File: config.mk
export PLATFORM = sky130hd
export DESIGN_NAME = pmic_watchdog_charger_ctrl_regs
export DESIGN_NICKNAME = d
export VERILOG_FILES = /design/src/pmic_regs_pkg.sv /design/src/pin_sync.sv /design/src/pmic_watchdog_charger_ctrl_regs.sv
export SDC_FILE = /design/constraint.sdc
export NUM_CORES = 1
export LEC_CHECK = 0
export BUFFER_PORTS_ARGS = -buffer_cell sky130_fd_sc_hd__buf_2
export CORE_ASPECT_RATIO = 0.75
export CORE_MARGIN = 2
export CORE_UTILIZATION = 45
export CTS_CLUSTER_DIAMETER = 100
export DETAILED_ROUTE_END_ITERATION = 6
export RECOVER_POWER = 100
export SYNTH_ARGS = -nofsm -noshare
export SYNTH_HDL_FRONTEND = slang
export SYNTH_SLANG_ARGS = --single-unit
File: constraint.sdc
create_clock -name CLK_SYS -period 3.5 [get_ports CLK_SYS]
set_input_delay 0.525 -clock CLK_SYS [delete_from_list [all_inputs] [get_ports CLK_SYS]]
set_output_delay 0.525 -clock CLK_SYS [all_outputs]
set_load 0.05 [all_outputs]
File: src/pmic_regs_pkg.sv
package pmic_regs_pkg;

	// ***************************************************
	// register map
	// ***************************************************
	localparam logic [7:0] ADDR_TOP_WO = 8'h0D;
	localparam logic [7:0] ADDR_CHG_PRI = 8'h10;
	localparam logic [7:0] ADDR_CHG_SEC = 8'h11;

	// ***************************************************
	// field layout and codes
	// ***************************************************
	localparam int WD_LSB = 0;
	localparam int WD_MSB = 2;
	localparam logic [2:0] WD_RESTART_CODE = 3'h1;
	localparam int KEY_LSB = 3;
	localparam int KEY_MSB = 7;
	localparam logic [4:0] KEY_UNLOCK = 5'h15;
	localparam int THERM_BIT = 2;
	localparam int TIMERS_BIT = 1;
	localparam int CHGEN_BIT = 0;

	// ***************************************************
	// reset values
	// ***************************************************
	localparam logic [7:0] PRI_RESET = 8'h02;
	localparam logic [7:0] SEC_RESET = 8'h08;
	localparam logic [7:0] READ_ZERO = 8'h00;
	localparam logic [1:0] SYNC_RESET = 2'h3;

	// ***************************************************
	// serial slave
	// ***************************************************
	// bus address value is arbitrary
	localparam logic [6:0] DEV_ADDR = 7'h2A;
	localparam logic [3:0] BITS_PER_BYTE = 4'h8;
	localparam logic [3:0] LAST_TX_BIT = 4'h7;

	typedef enum logic [6:0] {
		S_IDLE = 7'h01,
		S_DEV = 7'h02,
		S_ACK = 7'h04,
		S_PTR = 7'h08,
		S_WR = 7'h10,
		S_RD = 7'h20,
		S_MACK = 7'h40
	} state_t;

endpackage : pmic_regs_pkg

File: src/pin_sync.sv
`timescale 1ns/1ns
module pin_sync (
	// clock and control
	input wire logic clk,
	input wire logic srst,
	input wire logic ce,
	// pins
	input wire logic [1:0] pin_in,
	output logic [1:0] pin_out
);

	logic [1:0] meta_q;
	logic [1:0] meta_d;
	logic [1:0] sync_q;
	logic [1:0] sync_d;

	// ***************************************************
	// two-stage synchroniser
	// ***************************************************
	always_comb begin
		meta_d = pin_in;
		sync_d = meta_q;
	end

	always_ff @(posedge clk) begin
		if (srst) begin
			meta_q <= pmic_regs_pkg::SYNC_RESET;
			sync_q <= pmic_regs_pkg::SYNC_RESET;
		end else if (ce) begin
			meta_q <= meta_d;
			sync_q <= sync_d;
		end
	end

	assign pin_out = sync_q;

endmodule : pin_sync

File: src/pmic_watchdog_charger_ctrl_regs.sv
// Function
// - register 0Dh is write-only, reads zero
// - writing 001 restarts the watchdog
// - other codes leave watchdog undisturbed
// - key 10101 opens protected registers
// - other key values make protected writes ignored
// - register 10h read/write with key, enables
// - bit 2 thermistor control, resets 0
// - bit 1 both charge timers, resets 1
// - bit 0 charger enable, strap reset
// - register 11h read/write, locked, all 8 bits stored
`timescale 1ns/1ns
module pmic_watchdog_charger_ctrl_regs (
	// clock, reset, enable
	input wire logic CLK_SYS,
	input wire logic SRST,
	input wire logic CE,
	// serial bus pins
	input wire logic SCL_I,
	input wire logic SDA_I,
	output logic SDA_O,
	output logic SDA_OE,
	// nonvolatile default
	input wire logic CHARGER_ENABLE_DEFAULT,
	// controls
	output logic WATCHDOG_RESTART,
	output logic CHARGER_ENABLE,
	output logic CHARGE_TIMERS_ENABLE,
	output logic THERMISTOR_CONTROL_ENABLE,
	output logic [7:0] CHARGER_CONTROL_SECONDARY
);

	logic [1:0] pins_s;
	logic scl_s;
	logic sda_s;
	logic scl_p_q, scl_p_d;
	logic sda_p_q, sda_p_d;
	pmic_regs_pkg::state_t state_q, state_d;
	pmic_regs_pkg::state_t nxt_q, nxt_d;
	logic [3:0] cnt_q, cnt_d;
	logic [7:0] sh_q, sh_d;
	logic [7:0] tx_q, tx_d;
	logic [7:0] ptr_q, ptr_d;
	logic oe_q, oe_d;
	logic ack_ok_q, ack_ok_d;
	logic [7:0] prim_q, prim_d;
	logic [7:0] sec_q, sec_d;
	logic wd_q, wd_d;
	logic sda_o_q;
	logic [7:0] rdata;
	logic scl_rise, scl_fall, start_c, stop_c;
	logic wr_fire;
	logic key_open;

	// ***************************************************
	// pin synchronisers
	// ***************************************************
	pin_sync u_sync (
		.clk(CLK_SYS),
		.srst(SRST),
		.ce(CE),
		.pin_in({SCL_I, SDA_I}),
		.pin_out(pins_s)
	);
	assign scl_s = pins_s[1];
	assign sda_s = pins_s[0];

	// ***************************************************
	// read mux
	// ***************************************************
	always_comb begin
		unique case (ptr_q)
			pmic_regs_pkg::ADDR_CHG_PRI: rdata = prim_q;
			pmic_regs_pkg::ADDR_CHG_SEC: rdata = sec_q;
			default: rdata = pmic_regs_pkg::READ_ZERO;
		endcase
	end

	assign key_open = prim_q[pmic_regs_pkg::KEY_MSB:pmic_regs_pkg::KEY_LSB]
		== pmic_regs_pkg::KEY_UNLOCK;

	// ***************************************************
	// bus slave and register next state
	// ***************************************************
	always_comb begin
		scl_rise = scl_s & ~scl_p_q;
		scl_fall = ~scl_s & scl_p_q;
		start_c = scl_s & scl_p_q & sda_p_q & ~sda_s;
		stop_c = scl_s & scl_p_q & ~sda_p_q & sda_s;
		scl_p_d = scl_s;
		sda_p_d = sda_s;
		state_d = state_q;
		nxt_d = nxt_q;
		cnt_d = cnt_q;
		sh_d = sh_q;
		tx_d = tx_q;
		ptr_d = ptr_q;
		oe_d = oe_q;
		ack_ok_d = ack_ok_q;
		prim_d = prim_q;
		sec_d = sec_q;
		wd_d = 1'b0;
		wr_fire = 1'b0;
		if (start_c) begin
			state_d = pmic_regs_pkg::S_DEV;
			cnt_d = 4'h0;
			oe_d = 1'b0;
		end else if (stop_c) begin
			state_d = pmic_regs_pkg::S_IDLE;
			oe_d = 1'b0;
		end else begin
			unique case (state_q)
				pmic_regs_pkg::S_IDLE: begin end
				pmic_regs_pkg::S_DEV,
				pmic_regs_pkg::S_PTR,
				pmic_regs_pkg::S_WR: begin
					if (scl_rise && cnt_q < pmic_regs_pkg::BITS_PER_BYTE) begin
						sh_d = {sh_q[6:0], sda_s};
						cnt_d = cnt_q + 4'h1;
					end else if (scl_fall &&
						cnt_q == pmic_regs_pkg::BITS_PER_BYTE) begin
						state_d = pmic_regs_pkg::S_ACK;
						oe_d = 1'b1;
						if (state_q == pmic_regs_pkg::S_DEV) begin
							if (sh_q[7:1] == pmic_regs_pkg::DEV_ADDR) begin
								nxt_d = sh_q[0] ? pmic_regs_pkg::S_RD
									: pmic_regs_pkg::S_PTR;
							end else begin
								state_d = pmic_regs_pkg::S_IDLE;
								oe_d = 1'b0;
							end
						end else if (state_q == pmic_regs_pkg::S_PTR) begin
							ptr_d = sh_q;
							nxt_d = pmic_regs_pkg::S_WR;
						end else begin
							wr_fire = CE;
							ptr_d = ptr_q + 8'h01;
							nxt_d = pmic_regs_pkg::S_WR;
							if (ptr_q == pmic_regs_pkg::ADDR_TOP_WO) begin
								wd_d = sh_q[pmic_regs_pkg::WD_MSB:pmic_regs_pkg::WD_LSB]
									== pmic_regs_pkg::WD_RESTART_CODE;
							end else if (ptr_q == pmic_regs_pkg::ADDR_CHG_PRI) begin
								prim_d = sh_q;
							end else if (ptr_q == pmic_regs_pkg::ADDR_CHG_SEC) begin
								if (key_open) begin
									sec_d = sh_q;
								end
							end
						end
					end
				end
				pmic_regs_pkg::S_ACK: begin
					if (scl_fall) begin
						oe_d = 1'b0;
						cnt_d = 4'h0;
						state_d = nxt_q;
						if (nxt_q == pmic_regs_pkg::S_RD) begin
							tx_d = rdata;
							oe_d = ~rdata[7];
						end
					end
				end
				pmic_regs_pkg::S_RD: begin
					if (scl_fall) begin
						if (cnt_q == pmic_regs_pkg::LAST_TX_BIT) begin
							oe_d = 1'b0;
							cnt_d = 4'h0;
							state_d = pmic_regs_pkg::S_MACK;
						end else begin
							tx_d = {tx_q[6:0], 1'b0};
							oe_d = ~tx_q[6];
							cnt_d = cnt_q + 4'h1;
						end
					end
				end
				pmic_regs_pkg::S_MACK: begin
					if (scl_rise) begin
						ack_ok_d = ~sda_s;
						if (~sda_s) begin
							ptr_d = ptr_q + 8'h01;
						end
					end else if (scl_fall) begin
						if (ack_ok_q) begin
							state_d = pmic_regs_pkg::S_RD;
							tx_d = rdata;
							oe_d = ~rdata[7];
						end else begin
							state_d = pmic_regs_pkg::S_IDLE;
						end
					end
				end
			endcase
		end
	end

	always_ff @(posedge CLK_SYS) begin
		if (SRST) begin
			scl_p_q <= 1'b1;
			sda_p_q <= 1'b1;
			state_q <= pmic_regs_pkg::S_IDLE;
			nxt_q <= pmic_regs_pkg::S_IDLE;
			cnt_q <= 4'h0;
			sh_q <= 8'h00;
			tx_q <= 8'h00;
			ptr_q <= 8'h00;
			oe_q <= 1'b0;
			ack_ok_q <= 1'b0;
			prim_q <= {pmic_regs_pkg::PRI_RESET[7:1], CHARGER_ENABLE_DEFAULT};
			sec_q <= pmic_regs_pkg::SEC_RESET;
			wd_q <= 1'b0;
			sda_o_q <= 1'b0;
		end else if (CE) begin
			scl_p_q <= scl_p_d;
			sda_p_q <= sda_p_d;
			state_q <= state_d;
			nxt_q <= nxt_d;
			cnt_q <= cnt_d;
			sh_q <= sh_d;
			tx_q <= tx_d;
			ptr_q <= ptr_d;
			oe_q <= oe_d;
			ack_ok_q <= ack_ok_d;
			prim_q <= prim_d;
			sec_q <= sec_d;
			wd_q <= wd_d;
			sda_o_q <= 1'b0;
		end
	end

	// ***************************************************
	// outputs
	// ***************************************************
	assign SDA_O = sda_o_q;
	assign SDA_OE = oe_q;
	assign WATCHDOG_RESTART = wd_q;
	assign CHARGER_ENABLE = prim_q[pmic_regs_pkg::CHGEN_BIT];
	assign CHARGE_TIMERS_ENABLE = prim_q[pmic_regs_pkg::TIMERS_BIT];
	assign THERMISTOR_CONTROL_ENABLE = prim_q[pmic_regs_pkg::THERM_BIT];
	assign CHARGER_CONTROL_SECONDARY = sec_q;
endmodule : pmic_watchdog_charger_ctrl_regs

# Word-level counts from Yosys, hierarchy flattened
# Index checks and enable logic that the tools add are counted.
# op_classes
n_lt_le_gt_ge	1
mux	72
reduce_logical	22
n_eq_ne	46
add_sub_neg	2
bitwise_logic	20
# op_table
op	count
7-bit two-way mux	18
8-bit two-way mux	6
2-bit != test, second input constant	19
1-bit two-way mux	32
4-bit != test, second input constant	8
8-bit case mux with 2 select lines	2
7-bit case mux with 4 select lines	1
9-bit AND reduction	3
4-bit two-way mux	6
7-bit by 6-bit == test with 1-bit output, second input constant	3
7-bit case mux with 3 select lines	1
10-bit AND reduction	2
8-bit by 5-bit == test with 1-bit output, second input constant	2
1-bit inverter	13
6-bit two-way mux	2
4-bit case mux with 3 select lines	1
12-bit AND reduction	1
11-bit AND reduction	1
5-bit AND reduction	2
2-bit nonzero test	5
3-bit != test, second input constant	3
8-bit by 1-bit adder with 8-bit output, second input constant	1
8-bit by 4-bit == test with 1-bit output, second input constant	1
1-bit bitwise AND	7
other kinds (21)	23
# totals
elab_cells	179
register_bits	66
inputBits	6

# Longest topological paths before layout
# Gate-level depths: netlist (run 1).
# depth
word_depth	12
ltp_mapped	9
ltp_nobuf	7

# By module
# From an unflattened synthesis (run 1), not the netlist that was laid out.
# unflattened
hier_cells	399
area_unflattened_um2	3414.5
# modules_own_cells
module	instances	area_each_um2	cells_per_inst
pmic_watchdog_charger_ctrl_regs	1	3274.4	387
pin_sync	1	140.1	12

# Worst setup path after synthesis (run 1)
# Ideal clock, no wire load.
# synth_path
path_type	reg2reg
startpoint	reg state_q[3]
endpoint	reg state_q[5]
arrival_ns	2.025
path_stages_with_launch	8
n_path_buf	1
period_less_slack_ns	2.092
setup_ns	0.067
setup_slack_ns	1.408
t_required_ns	3.433
cell_sequence	dfxtp_1 buf_6 or3_4 or4_4 a21oi_2 o21ai_2 or3_1 a21oi_2
# synth_between
elab_chain_len	5
# synth_rtl
element	line	source
start, declared	pmic_watchdog_charger_ctrl_regs.sv:38	pmic_regs_pkg::state_t state_q, state_d;
start signal, assigned	pmic_watchdog_charger_ctrl_regs.sv:200	state_q <= pmic_regs_pkg::S_IDLE;
start signal, assigned	pmic_watchdog_charger_ctrl_regs.sv:215	state_q <= state_d;
7-bit by 2-bit == test with 1-bit output (tied with other cells)	pmic_watchdog_charger_ctrl_regs.sv:112, pmic_watchdog_charger_ctrl_regs.sv:124	
3-bit OR reduction	pmic_watchdog_charger_ctrl_regs.sv:112	unique case (state_q)
7-bit case mux with 4 select lines	pmic_watchdog_charger_ctrl_regs.sv:112	
7-bit two-way mux	pmic_watchdog_charger_ctrl_regs.sv:108	end else if (stop_c) begin
7-bit two-way mux	pmic_watchdog_charger_ctrl_regs.sv:104	if (start_c) begin
# Parallel ways exist; a longest one is shown, timed or not.
# A chain may end at the register's enable or synchronous reset.

# Worst setup path in the final report (run 1)
# layout_path
startpoint	reg state_q[4]
endpoint	reg ptr_q[1]
# layout_between
elab_chain_len	6
# layout_rtl
element	line	source
7-bit by 4-bit == test with 1-bit output	pmic_watchdog_charger_ctrl_regs.sv:112, pmic_watchdog_charger_ctrl_regs.sv:132	
8-bit two-way mux	pmic_watchdog_charger_ctrl_regs.sv:132	end else if (state_q == pmic_regs_pkg::S_PTR) begin
8-bit two-way mux	pmic_watchdog_charger_ctrl_regs.sv:124	if (state_q == pmic_regs_pkg::S_DEV) begin
8-bit two-way mux	pmic_watchdog_charger_ctrl_regs.sv:120	end else if (scl_fall &&
8-bit two-way mux	pmic_watchdog_charger_ctrl_regs.sv:117	if (scl_rise && cnt_q < pmic_regs_pkg::BITS_PER_BYTE) begin
8-bit case mux with 2 select lines	pmic_watchdog_charger_ctrl_regs.sv:112	
end signal, assigned	pmic_watchdog_charger_ctrl_regs.sv:220	ptr_q <= ptr_d;
end, declared	pmic_watchdog_charger_ctrl_regs.sv:43	logic [7:0] ptr_q, ptr_d;
# Parallel ways exist; a longest one is shown, timed or not. The select of a mux whose other input is x is not followed.

==> flow_summary_export.csv, run 1 <==
group,metric,value,unit
floorplanning,die_x,104,um
sta,period_minus_slack,2.83,ns
global_routing,grtUsageMet2,0.307,
cells_and_area,fillCellCount,725,
cts,htree_levels,3,
cells_and_area,finish.cell_count_without_fillers,515,
logic_synthesis,synth_ff_type,"dfxtp_1",
floorplanning,rows,27,
status,outcome,"finished clean",
cts,cts_root_buf,"clkbuf_8",
cts,cts_buffers,9,
sta,finalHoldViolations,0,
logic_synthesis,syn_inst,401,
sta,maxSlewHeadroom,0.240,
sta,tightest_slew,1.14,ns
logic_synthesis,yosysSeqAreaShare,0.377,
power,p_per_area,431,nW/um^2
critical_path,r2r_slack,0.67,ns
logic_synthesis,synth_edf_count,1,
cells_and_area,finalCoreUtilization,0.505,
floorplanning,die_h,78.9,um
floorplanning,initial_utilization,0.462,
global_routing,grt_util_met3,0.0632,
cells_and_area,area_growth,9.32,%
cells_and_area,n_antenna_cell,0,
sta,finalCritPeriodShare,0.809,
placed_design,placed_cell_area,3490,sq um
sta,final.setup_skew,0.00782,ns
min_path,hp-class,"input port to flip-flop",
logic_synthesis,ys_top_cells_by_area,"dfxtp_1, mux2i_1, nor2_1, nand2_1, a21oi_1",
drt,vias_per_cell,5.70,
global_routing,grt-busiest-layer,"met1",
logic_synthesis,synth_top_area_frac,0.368,
logic_synthesis,ys_ff_latch,63,
cts,clock_path_buffers,2,
global_routing,antenna_found_initial,0,
placed_design,gp_congestion,0.933,
critical_path,r2r_start,"state_q[4]",
global_routing,grt_max_degree,34,
cts,cts_setup_buffers,0,
logic_synthesis,syn_nets,412,
cts,cts_resized,0,
power,ir_worst_vdd,0.000249,V
critical_path,worst-setup-path-type,"flip-flop to flip-flop",
placed_design,dp_cells,499,
drt,ant_nets,0,
global_routing,use_met1,0.311,
sta,fin_setup_tns,0,ns
global_routing,gr-total-overflow,0,
critical_path,worstSetupStartpointType,"flip-flop",
cells_and_area,drive_gt1_frac,0.0845,
drt,firstDrtPassIters,5,
min_path,min_path_cells,3,
logic_synthesis,yosysMostFrequentCell,"dfxtp_1",
sta,setup_viol,0,
global_routing,grt_pass1_wl,14000,um
logic_synthesis,yosys.area.top_type,"dfxtp_1",
cells_and_area,fin_area,3680,sq um
cts,cts_hold_buf,0,
cts,path_clk_slew,0.07,ns
critical_path,cp-startpoint,"state_q[4]",
drt,drc,0,
cts,clkSinkCount,63,
critical_path,required,3.76,ns
cts,clk_latency,0.35,ns
logic_synthesis,ys_top_cells_by_count,"dfxtp_1, nor2_1, mux2i_1, nand2_1",
critical_path,crit_fanout,17,
drt,num_vias,2934,
run,cap_violations,0,
global_routing,grt_pass1_vias,2760,
floorplanning,pin_count,20,
power,leakagePower,1.41,nW
logic_synthesis,synth-async-reset-ratio,0,
global_routing,track_usage,0.216,
critical_path,r2r_cells,6,
drt,routed_wirelength,8280,um
sta,fmax,0.353,GHz
drt,post_drt_wl_per_cell,16.1,um
cts,cts_tree,"done",
critical_path,crit_path_end,"ptr_q[1]",
placed_design,portBuffers,18,
logic_synthesis,ys_warn_count,0,
floorplanning,die_area,8200,sq um
critical_path,reg2reg_to,"ptr_q[1]",
sta,rsz0062_at_grt,"no",
drt,drt_iter0_markers,264,
floorplanning,core,7300,sq um
power,p_total,1.59,mW
logic_synthesis,ys_types,61,
critical_path,arrival,3.09,ns
sta,finalMaxSlewViolations,0,
logic_synthesis,syn_area,3370,sq um
cells_and_area,fin_nets,420,
critical_path,critPathCaptureType,"flip-flop",
placed_design,hpwl,5740,um
logic_synthesis,synth.avg_cell_area,8.40,sq um
## placed cells by master, fill, tap and decap left out, types with 4 or more instances in the layout
cell      instances
or2_2             6
a21oi_1          24
o21ai_0          24
clkbuf_8          9
inv_1             9
or4_1             4
nor3b_1           7
nor4_1            7
nand3_1          11
dfxtp_1          62
clkbuf_1         14
nor2_1           49
ha_1              5
nor3_1            9
mux2i_1          39
buf_2             4
nand2_1          39
a211oi_1          4
nand2b_1          8
nor2b_1           4
a22oi_1           9
or3_1             5
## cells by family after synthesis
logic type,share of synthesized area
AOI/OAI and AO/OA,0.158
xor gates and xnor gates,0.0156
adders and majority gates,0.0186
buffers and inverters,0.0423
DFF,0.377
muxes,0.119
other,0.00111
and+or+nand+nor,0.268
## critical path: stages (launching register included)
cell and delay, ns:
dfxtp_1 0.46, nor4_4 0.52, and2_0 0.75, o21ai_0 0.21, nand3_1 0.47, nor2_1 0.11, a211oi_1 0.22
## routing by layer
layer | share of wire | vias to the layer above
met5 | 0 | -
met4 | 0.0091 | 0
met3 | 0.073 | 9
met2 | 0.42 | 101
met1 | 0.50 | 1368
li1 | - | 1456
## sequential cells by signal (all words and copies together) (netlist names), 4 cells and up
register                   flops
tx_q                           7
ptr_q                          8
nxt_q                          4
cnt_q                          4
state_q                        7
prim_q                         8
CHARGER_CONTROL_SECONDARY      8
sh_q                           8
## per-stage QoR
step,hold WS (ns),setup WS (ns)
after global routing,0.410,0.334
after global placement,0.445,0.933
after detailed placement,0.454,0.856
final,0.392,0.668
after CTS,0.375,0.845
after floorplan,0.432,1.41
## layout make-up
class                   count  area (sq um)  share of cell area
repair buffers             20          87.6              0.0238
clock inverters             7           121              0.0329
clock buffers               9           124              0.0336
flip-flops and latches     63          1270               0.345
inverters                   9          33.8             0.00917
multi-input cells         306          1920               0.521
well taps                 101           126              0.0343
## worst min-delay path by stage
stage	from	to	slack, ns
after floorplan	tx_q[0]	tx_q[0]	0.43
after global placement	tx_q[0]	tx_q[0]	0.44
after detailed placement	tx_q[0]	tx_q[0]	0.45
after CTS	SCL_I	u_sync.meta_q[1]	0.38
after global routing	SCL_I	u_sync.meta_q[1]	0.41
final	SCL_I	u_sync.meta_q[1]	0.39
## report_power, final
part / switching [mW] / internal [mW] / total, mW
Combinational: 0.0506 / 0.0231 / 0.0737
Clock: 0.306 / 0.475 / 0.781
Sequential: 0.00818 / 0.725 / 0.733
Power figures use the tool's default switching activity.
==> inputs of run 2 (changes only) <==
==> constraint.sdc (replaced) <==
create_clock -name CLK_SYS -period 2.72 [get_ports CLK_SYS]
set_input_delay 0.408 -clock CLK_SYS [delete_from_list [all_inputs] [get_ports CLK_SYS]]
set_output_delay 0.408 -clock CLK_SYS [all_outputs]
set_load 0.05 [all_outputs]
==> run 2 against run 1 <==
  * Core utilization rose by 0.14 points
  * Sequential power rose by 29%
  * Clock-buffer cell count rose by 3
  * Design area rose by 0.27%
  * Die area did not move
  * Global-route usage rose by 0.24 points
  * Via count rose by 1.0%
  * First-iteration DRC count fell by 17%
  * Combinational power rose by 31%
  * Clock skew rose by 0.0051 ns
  * Worst setup slack got worse by 0.38 ns
==> flow_summary_export.csv, run 2 (synthesis results as in run 1) <==
group,metric,value,unit
run,cap_violations,0,
critical_path,required,2.99,ns
drt,firstDrtPassIters,5,
drt,ant_nets,0,
placed_design,post-place-ws,0.374,ns
cts,cts_setup_buffers,0,
sta,finalMaxSlewViolations,0,
cells_and_area,multi_input_area,1940,sq um
cts,clk_latency,0.36,ns
cts,cts_tree,"done",
drt,vias_per_cell,5.68,
floorplanning,die_h,78.9,um
floorplanning,pin_count,20,
floorplanning,initial_utilization,0.462,
critical_path,max_stage_delay,0.69,ns
sta,maxSlewHeadroom,0.244,
cts,cts_buffers,9,
cts,htree_levels,3,
global_routing,grt_max_degree,56,
global_routing,antenna_found_initial,0,
placed_design,portBuffers,18,
cts,cts_hold_buf,0,
floorplanning,core,7300,sq um
drt,drc,0,
floorplanning,rows,27,
power,p_per_area,500,nW/um^2
sta,layout_setup_ws,0.290,ns
cells_and_area,finalCoreUtilization,0.506,
sta,period_minus_slack,2.43,ns
sta,tightest_slew,1.13,ns
global_routing,grt_pass1_wl,14000,um
floorplanning,die_area,8200,sq um
drt,num_vias,2964,
critical_path,worst-setup-path-type,"flip-flop to flip-flop",
min_path,hp-class,"input port to flip-flop",
critical_path,slowest_stage,"dfxtp_1",
cts,cts_root_buf,"clkbuf_8",
critical_path,worstSetupStartpointType,"flip-flop",
cts,cts_resized,0,
sta,finalCritPeriodShare,0.893,
cts,clkSinkCount,63,
sta,finalHoldViolations,0,
critical_path,arrival,2.70,ns
global_routing,grt_pass1_vias,2737,
drt,drt_iter0_markers,220,
cts,path_clk_slew,0.07,ns
cells_and_area,layout_common_cells,"dfxtp_1, nor2_1, nand2_1, mux2i_1, o21ai_0",
cells_and_area,layout_commonest_cell,"dfxtp_1",
cts,clock_path_buffers,2,
power,ir_worst_vdd,0.000378,V
drt,routed_wirelength,8360,um
sta,setup_viol,0,
critical_path,crit_fanout,13,
global_routing,track_usage,0.218,
critical_path,critPathCaptureType,"flip-flop",
placed_design,dp_cells,506,
placed_design,placed_cell_area,3540,sq um
placed_design,gp_congestion,0.915,
placed_design,hpwl,5860,um
floorplanning,die_x,104,um
critical_path,path_cells,"xor2_1, o21ai_0, or2_0, nand4b_2, or3_1, a21oi_1",
cells_and_area,area_growth,9.62,%
sta,rsz0062_at_grt,"no",
cells_and_area,fin_area,3690,sq um
sta,fin_setup_tns,0,ns
cells_and_area,n_antenna_cell,0,
drt,post_drt_wl_per_cell,16.0,um
cells_and_area,drive_gt1_frac,0.102,
cells_and_area,final-seq-area,1270,sq um
sta,final.setup_skew,0.0129,ns
cells_and_area,fillCellCount,724,
global_routing,gr-total-overflow,0,
cells_and_area,finish.cell_count_without_fillers,522,
power,leakagePower,1.42,nW
status,outcome,"finished clean",
cells_and_area,fin_nets,427,
sta,fmax,0.412,GHz
==> run 2: cell count changes in the layout (fill, tap and decap cells not counted), moves of 2 or more <==
cell | before | now
a21oi_2 | 0 | 2
clkbuf_1 | 14 | 18
buf_4 | 2 | 6
clkinv_4 | 3 | 0
a21oi_1 | 24 | 22
clkinv_2 | 1 | 3
bufinv_16 | 3 | 1
==> run 2: through the flow <==
step / hold slack [ns] / power (mW)
6_report: 0.257 / 1.85
5_1_grt: 0.274 / 1.92
4_1_cts: 0.247 / 1.87
3_5_place_dp: 0.454 / 1.06
3_3_place_gp: 0.443 / 1.06
2_1_floorplan: 0.432 / 1.04
==> run 2: critical path: cells and delay by family, from the launching register on <==
kind / cells / cell delay, ns
AO/OA/AOI/OAI: 2 / 0.30
flip-flops: 1 / 0.69
XOR/XNOR: 1 / 0.18
AND/OR/NAND/NOR: 3 / 1.17
==> run 2: layer usage <==
layer	GRT usage	share of wire
met2	0.326	0.41
met5	0	0
met3	0.0599	0.060
met1	0.303	0.51
met4	0.0784	0.016
==> run 2: cell type report <==
cell class | count | area share
sequential | 63 | 0.344
clock inverter | 4 | 0.0122
inverter | 9 | 0.00915
multi-input combinational | 306 | 0.526
clock buffer | 12 | 0.0393
tap | 101 | 0.0342
timing repair buffer | 27 | 0.0352
==> run 2: worst paths after layout <==
| path | to | cells after the start | slack, ns | from |
|---|---|---|---|---|
| hold / removal | u_sync.meta_q[0] | 3 | 0.26 | SDA_I |
| setup / recovery | tx_q[0] | 6 | 0.29 | state_q[6] |
| setup reg to reg | tx_q[0] | 6 | 0.29 | state_q[6] |
| hold reg to reg | tx_q[0] | 2 | 0.46 | tx_q[0] |
==> run 2: power breakdown <==
| group | internal, mW | switching [mW] | leakage [nW] |
|---|---|---|---|
| clock network | 0.444 | 0.364 | 0.100 |
| registers | 0.933 | 0.0104 | 0.511 |
| logic | 0.0306 | 0.0661 | 0.808 |
| total | 1.41 | 0.441 | 1.42 |
==> inputs of run 3 (changes only) <==
==> constraint.sdc (replaced) <==
create_clock -name CLK_SYS -period 2.72 [get_ports CLK_SYS]
set_input_delay 0.544 -clock CLK_SYS [delete_from_list [all_inputs] [get_ports CLK_SYS]]
set_output_delay 0.544 -clock CLK_SYS [all_outputs]
set_load 0.05 [all_outputs]
==> run 3 against run 2 <==
  * Via count fell by 1.0%
  * Critical endpoint is now state_q[5]
  * Sequential share of layout area fell by 0.21 points
  * Critical path depth did not move
  * Clock-buffer cell count fell by 1
  * Die area did not move
  * Combinational power rose by 2%
  * Critical path type unchanged
  * Global-route usage fell by 0.89 points
  * Non-clock buffer count rose by 2
  * Total power rose by 2.2%
  * Flip-flop and latch count did not move
==> flow_summary_export.csv, run 3 (synthesis results as in run 1) <==
group,metric,value,unit
critical_path,slowest_stage,"or4_1",
cells_and_area,fin_area,3720,sq um
drt,firstDrtPassIters,4,
sta,fin_setup_tns,0,ns
cells_and_area,n_antenna_cell,0,
cts,cts_root_buf,"clkbuf_8",
min_path,min_path_cells,3,
sta,finalMaxSlewViolations,0,
sta,finalHoldViolations,0,
global_routing,grt_pass1_wl,13800,um
placed_design,hpwl,5950,um
run,cap_violations,0,
critical_path,worstSetupStartpointType,"flip-flop",
cts,clock_path_buffers,2,
drt,drt_iter0_markers,125,
drt,drc,0,
cts,cts_resized,0,
sta,maxSlewHeadroom,0.236,
critical_path,r2r_slack,0.18,ns
critical_path,critical-path-top-delay-family,"simple AND/OR/NAND/NOR gates",
critical_path,max_stage_delay,0.55,ns
cells_and_area,area_growth,10.3,%
sta,tightest_slew,1.15,ns
critical_path,arrival,2.79,ns
sta,finalCritPeriodShare,0.935,
floorplanning,pin_count,20,
drt,ant_nets,0,
cells_and_area,drive_gt1_frac,0.104,
floorplanning,die_h,78.9,um
critical_path,required,2.97,ns
critical_path,worst-setup-path-type,"flip-flop to flip-flop",
cts,clkSinkCount,63,
critical_path,r2r_cells,6,
drt,num_vias,2933,
cts,htree_levels,3,
critical_path,path_cells,"or3_1, or4_1, a21oi_1, o21ai_2, or3_1, a21oi_1",
cts,path_clk_slew,0.08,ns
placed_design,gp_congestion,0.852,
floorplanning,die_area,8200,sq um
floorplanning,rows,27,
cts,cts_tree,"done",
critical_path,path_depth,6,
floorplanning,initial_utilization,0.462,
floorplanning,core,7300,sq um
power,leakagePower,1.44,nW
cells_and_area,layout_common_cells,"dfxtp_1, nor2_1, nand2_1, mux2i_1, a21oi_1",
global_routing,antenna_found_initial,0,
critical_path,crit_buf_inv,0,
floorplanning,die_x,104,um
placed_design,portBuffers,18,
sta,whs,0.424,ns
critical_path,critPathCaptureType,"flip-flop",
cells_and_area,fin_nets,429,
cts,cts_hold_buf,0,
sta,final.setup_skew,0.0100,ns
cts,cts_setup_buffers,0,
global_routing,grt_max_degree,56,
sta,rsz0062_at_grt,"no",
sta,layout_setup_ws,0.177,ns
cts,cts_buffers,9,
drt,post_drt_wl_per_cell,16.0,um
placed_design,placed_cell_area,3560,sq um
drt,vias_per_cell,5.60,
global_routing,grt_pass1_vias,2699,
global_routing,gr-total-overflow,0,
placed_design,post-place-ws,0.388,ns
sta,period_minus_slack,2.54,ns
drt,routed_wirelength,8400,um
status,outcome,"finished clean",
sta,setup_viol,0,
critical_path,crit_fanout,11,
cells_and_area,layout_commonest_cell,"dfxtp_1",
power,ir_worst_vdd,0.000226,V
power,p_per_area,508,nW/um^2
cts,clk_latency,0.34,ns
global_routing,track_usage,0.210,
min_path,hp-class,"input port to flip-flop",
sta,fmax,0.393,GHz
-- run 3: cell count changes in the layout (fill, tap and decap cells not counted), moves of 2 or more --
| cell | previous run | this run |
|---|---|---|
| clkbuf_1 | 18 | 16 |
| a21oi_1 | 22 | 24 |
| clkbuf_2 | 1 | 3 |
| a21oi_2 | 2 | 0 |
-- run 3: area by class of cell --
cell class / count / area [sq um]
multi-input combinational: 306 / 1940
fill: 752 / 3580
sequential: 63 / 1270
tap: 101 / 126
timing repair buffer: 29 / 138
inverter: 9 / 33.8
clock inverter: 5 / 56.3
clock buffer: 11 / 151
-- run 3: report_power, final --
| group | leakage, nW | internal (mW) | switching (mW) |
|---|---|---|---|
| clock | 0.105 | 0.472 | 0.377 |
| sequential | 0.511 | 0.932 | 0.00980 |
| combinational | 0.823 | 0.0312 | 0.0671 |
-- run 3: layer usage --
metal  routed length [um]  GRT usage
met1                 4400      0.304
met2                 3540      0.310
met3                  433     0.0583
met4                   24     0.0459
met5                    0          0
-- run 3: worst paths after layout --
check	from	to
worst min register to register	tx_q[0]	tx_q[0]
worst max register to register	state_q[5]	state_q[5]
worst max-delay path	state_q[5]	state_q[5]
worst min-delay path	SDA_I	u_sync.meta_q[0]
-- run 3: per-stage QoR --
stage / total power [mW] / cells / util
final: 1.89 / 524 / 0.509
after detailed placement: 1.06 / 508 / 0.488
after global placement: 1.06 / 508 / 0.488
after CTS: 1.91 / 524 / 0.516
after global routing: 1.96 / 524 / 0.509
after floorplan: 1.04 / 401 / -
-- run 3: worst register-to-register path: stages, from the launching register on --
cell and delay, ns:
dfxtp_1 0.43, or3_1 0.46, or4_1 0.55, a21oi_1 0.28, o21ai_2 0.21, or3_1 0.38
a21oi_1 0.14
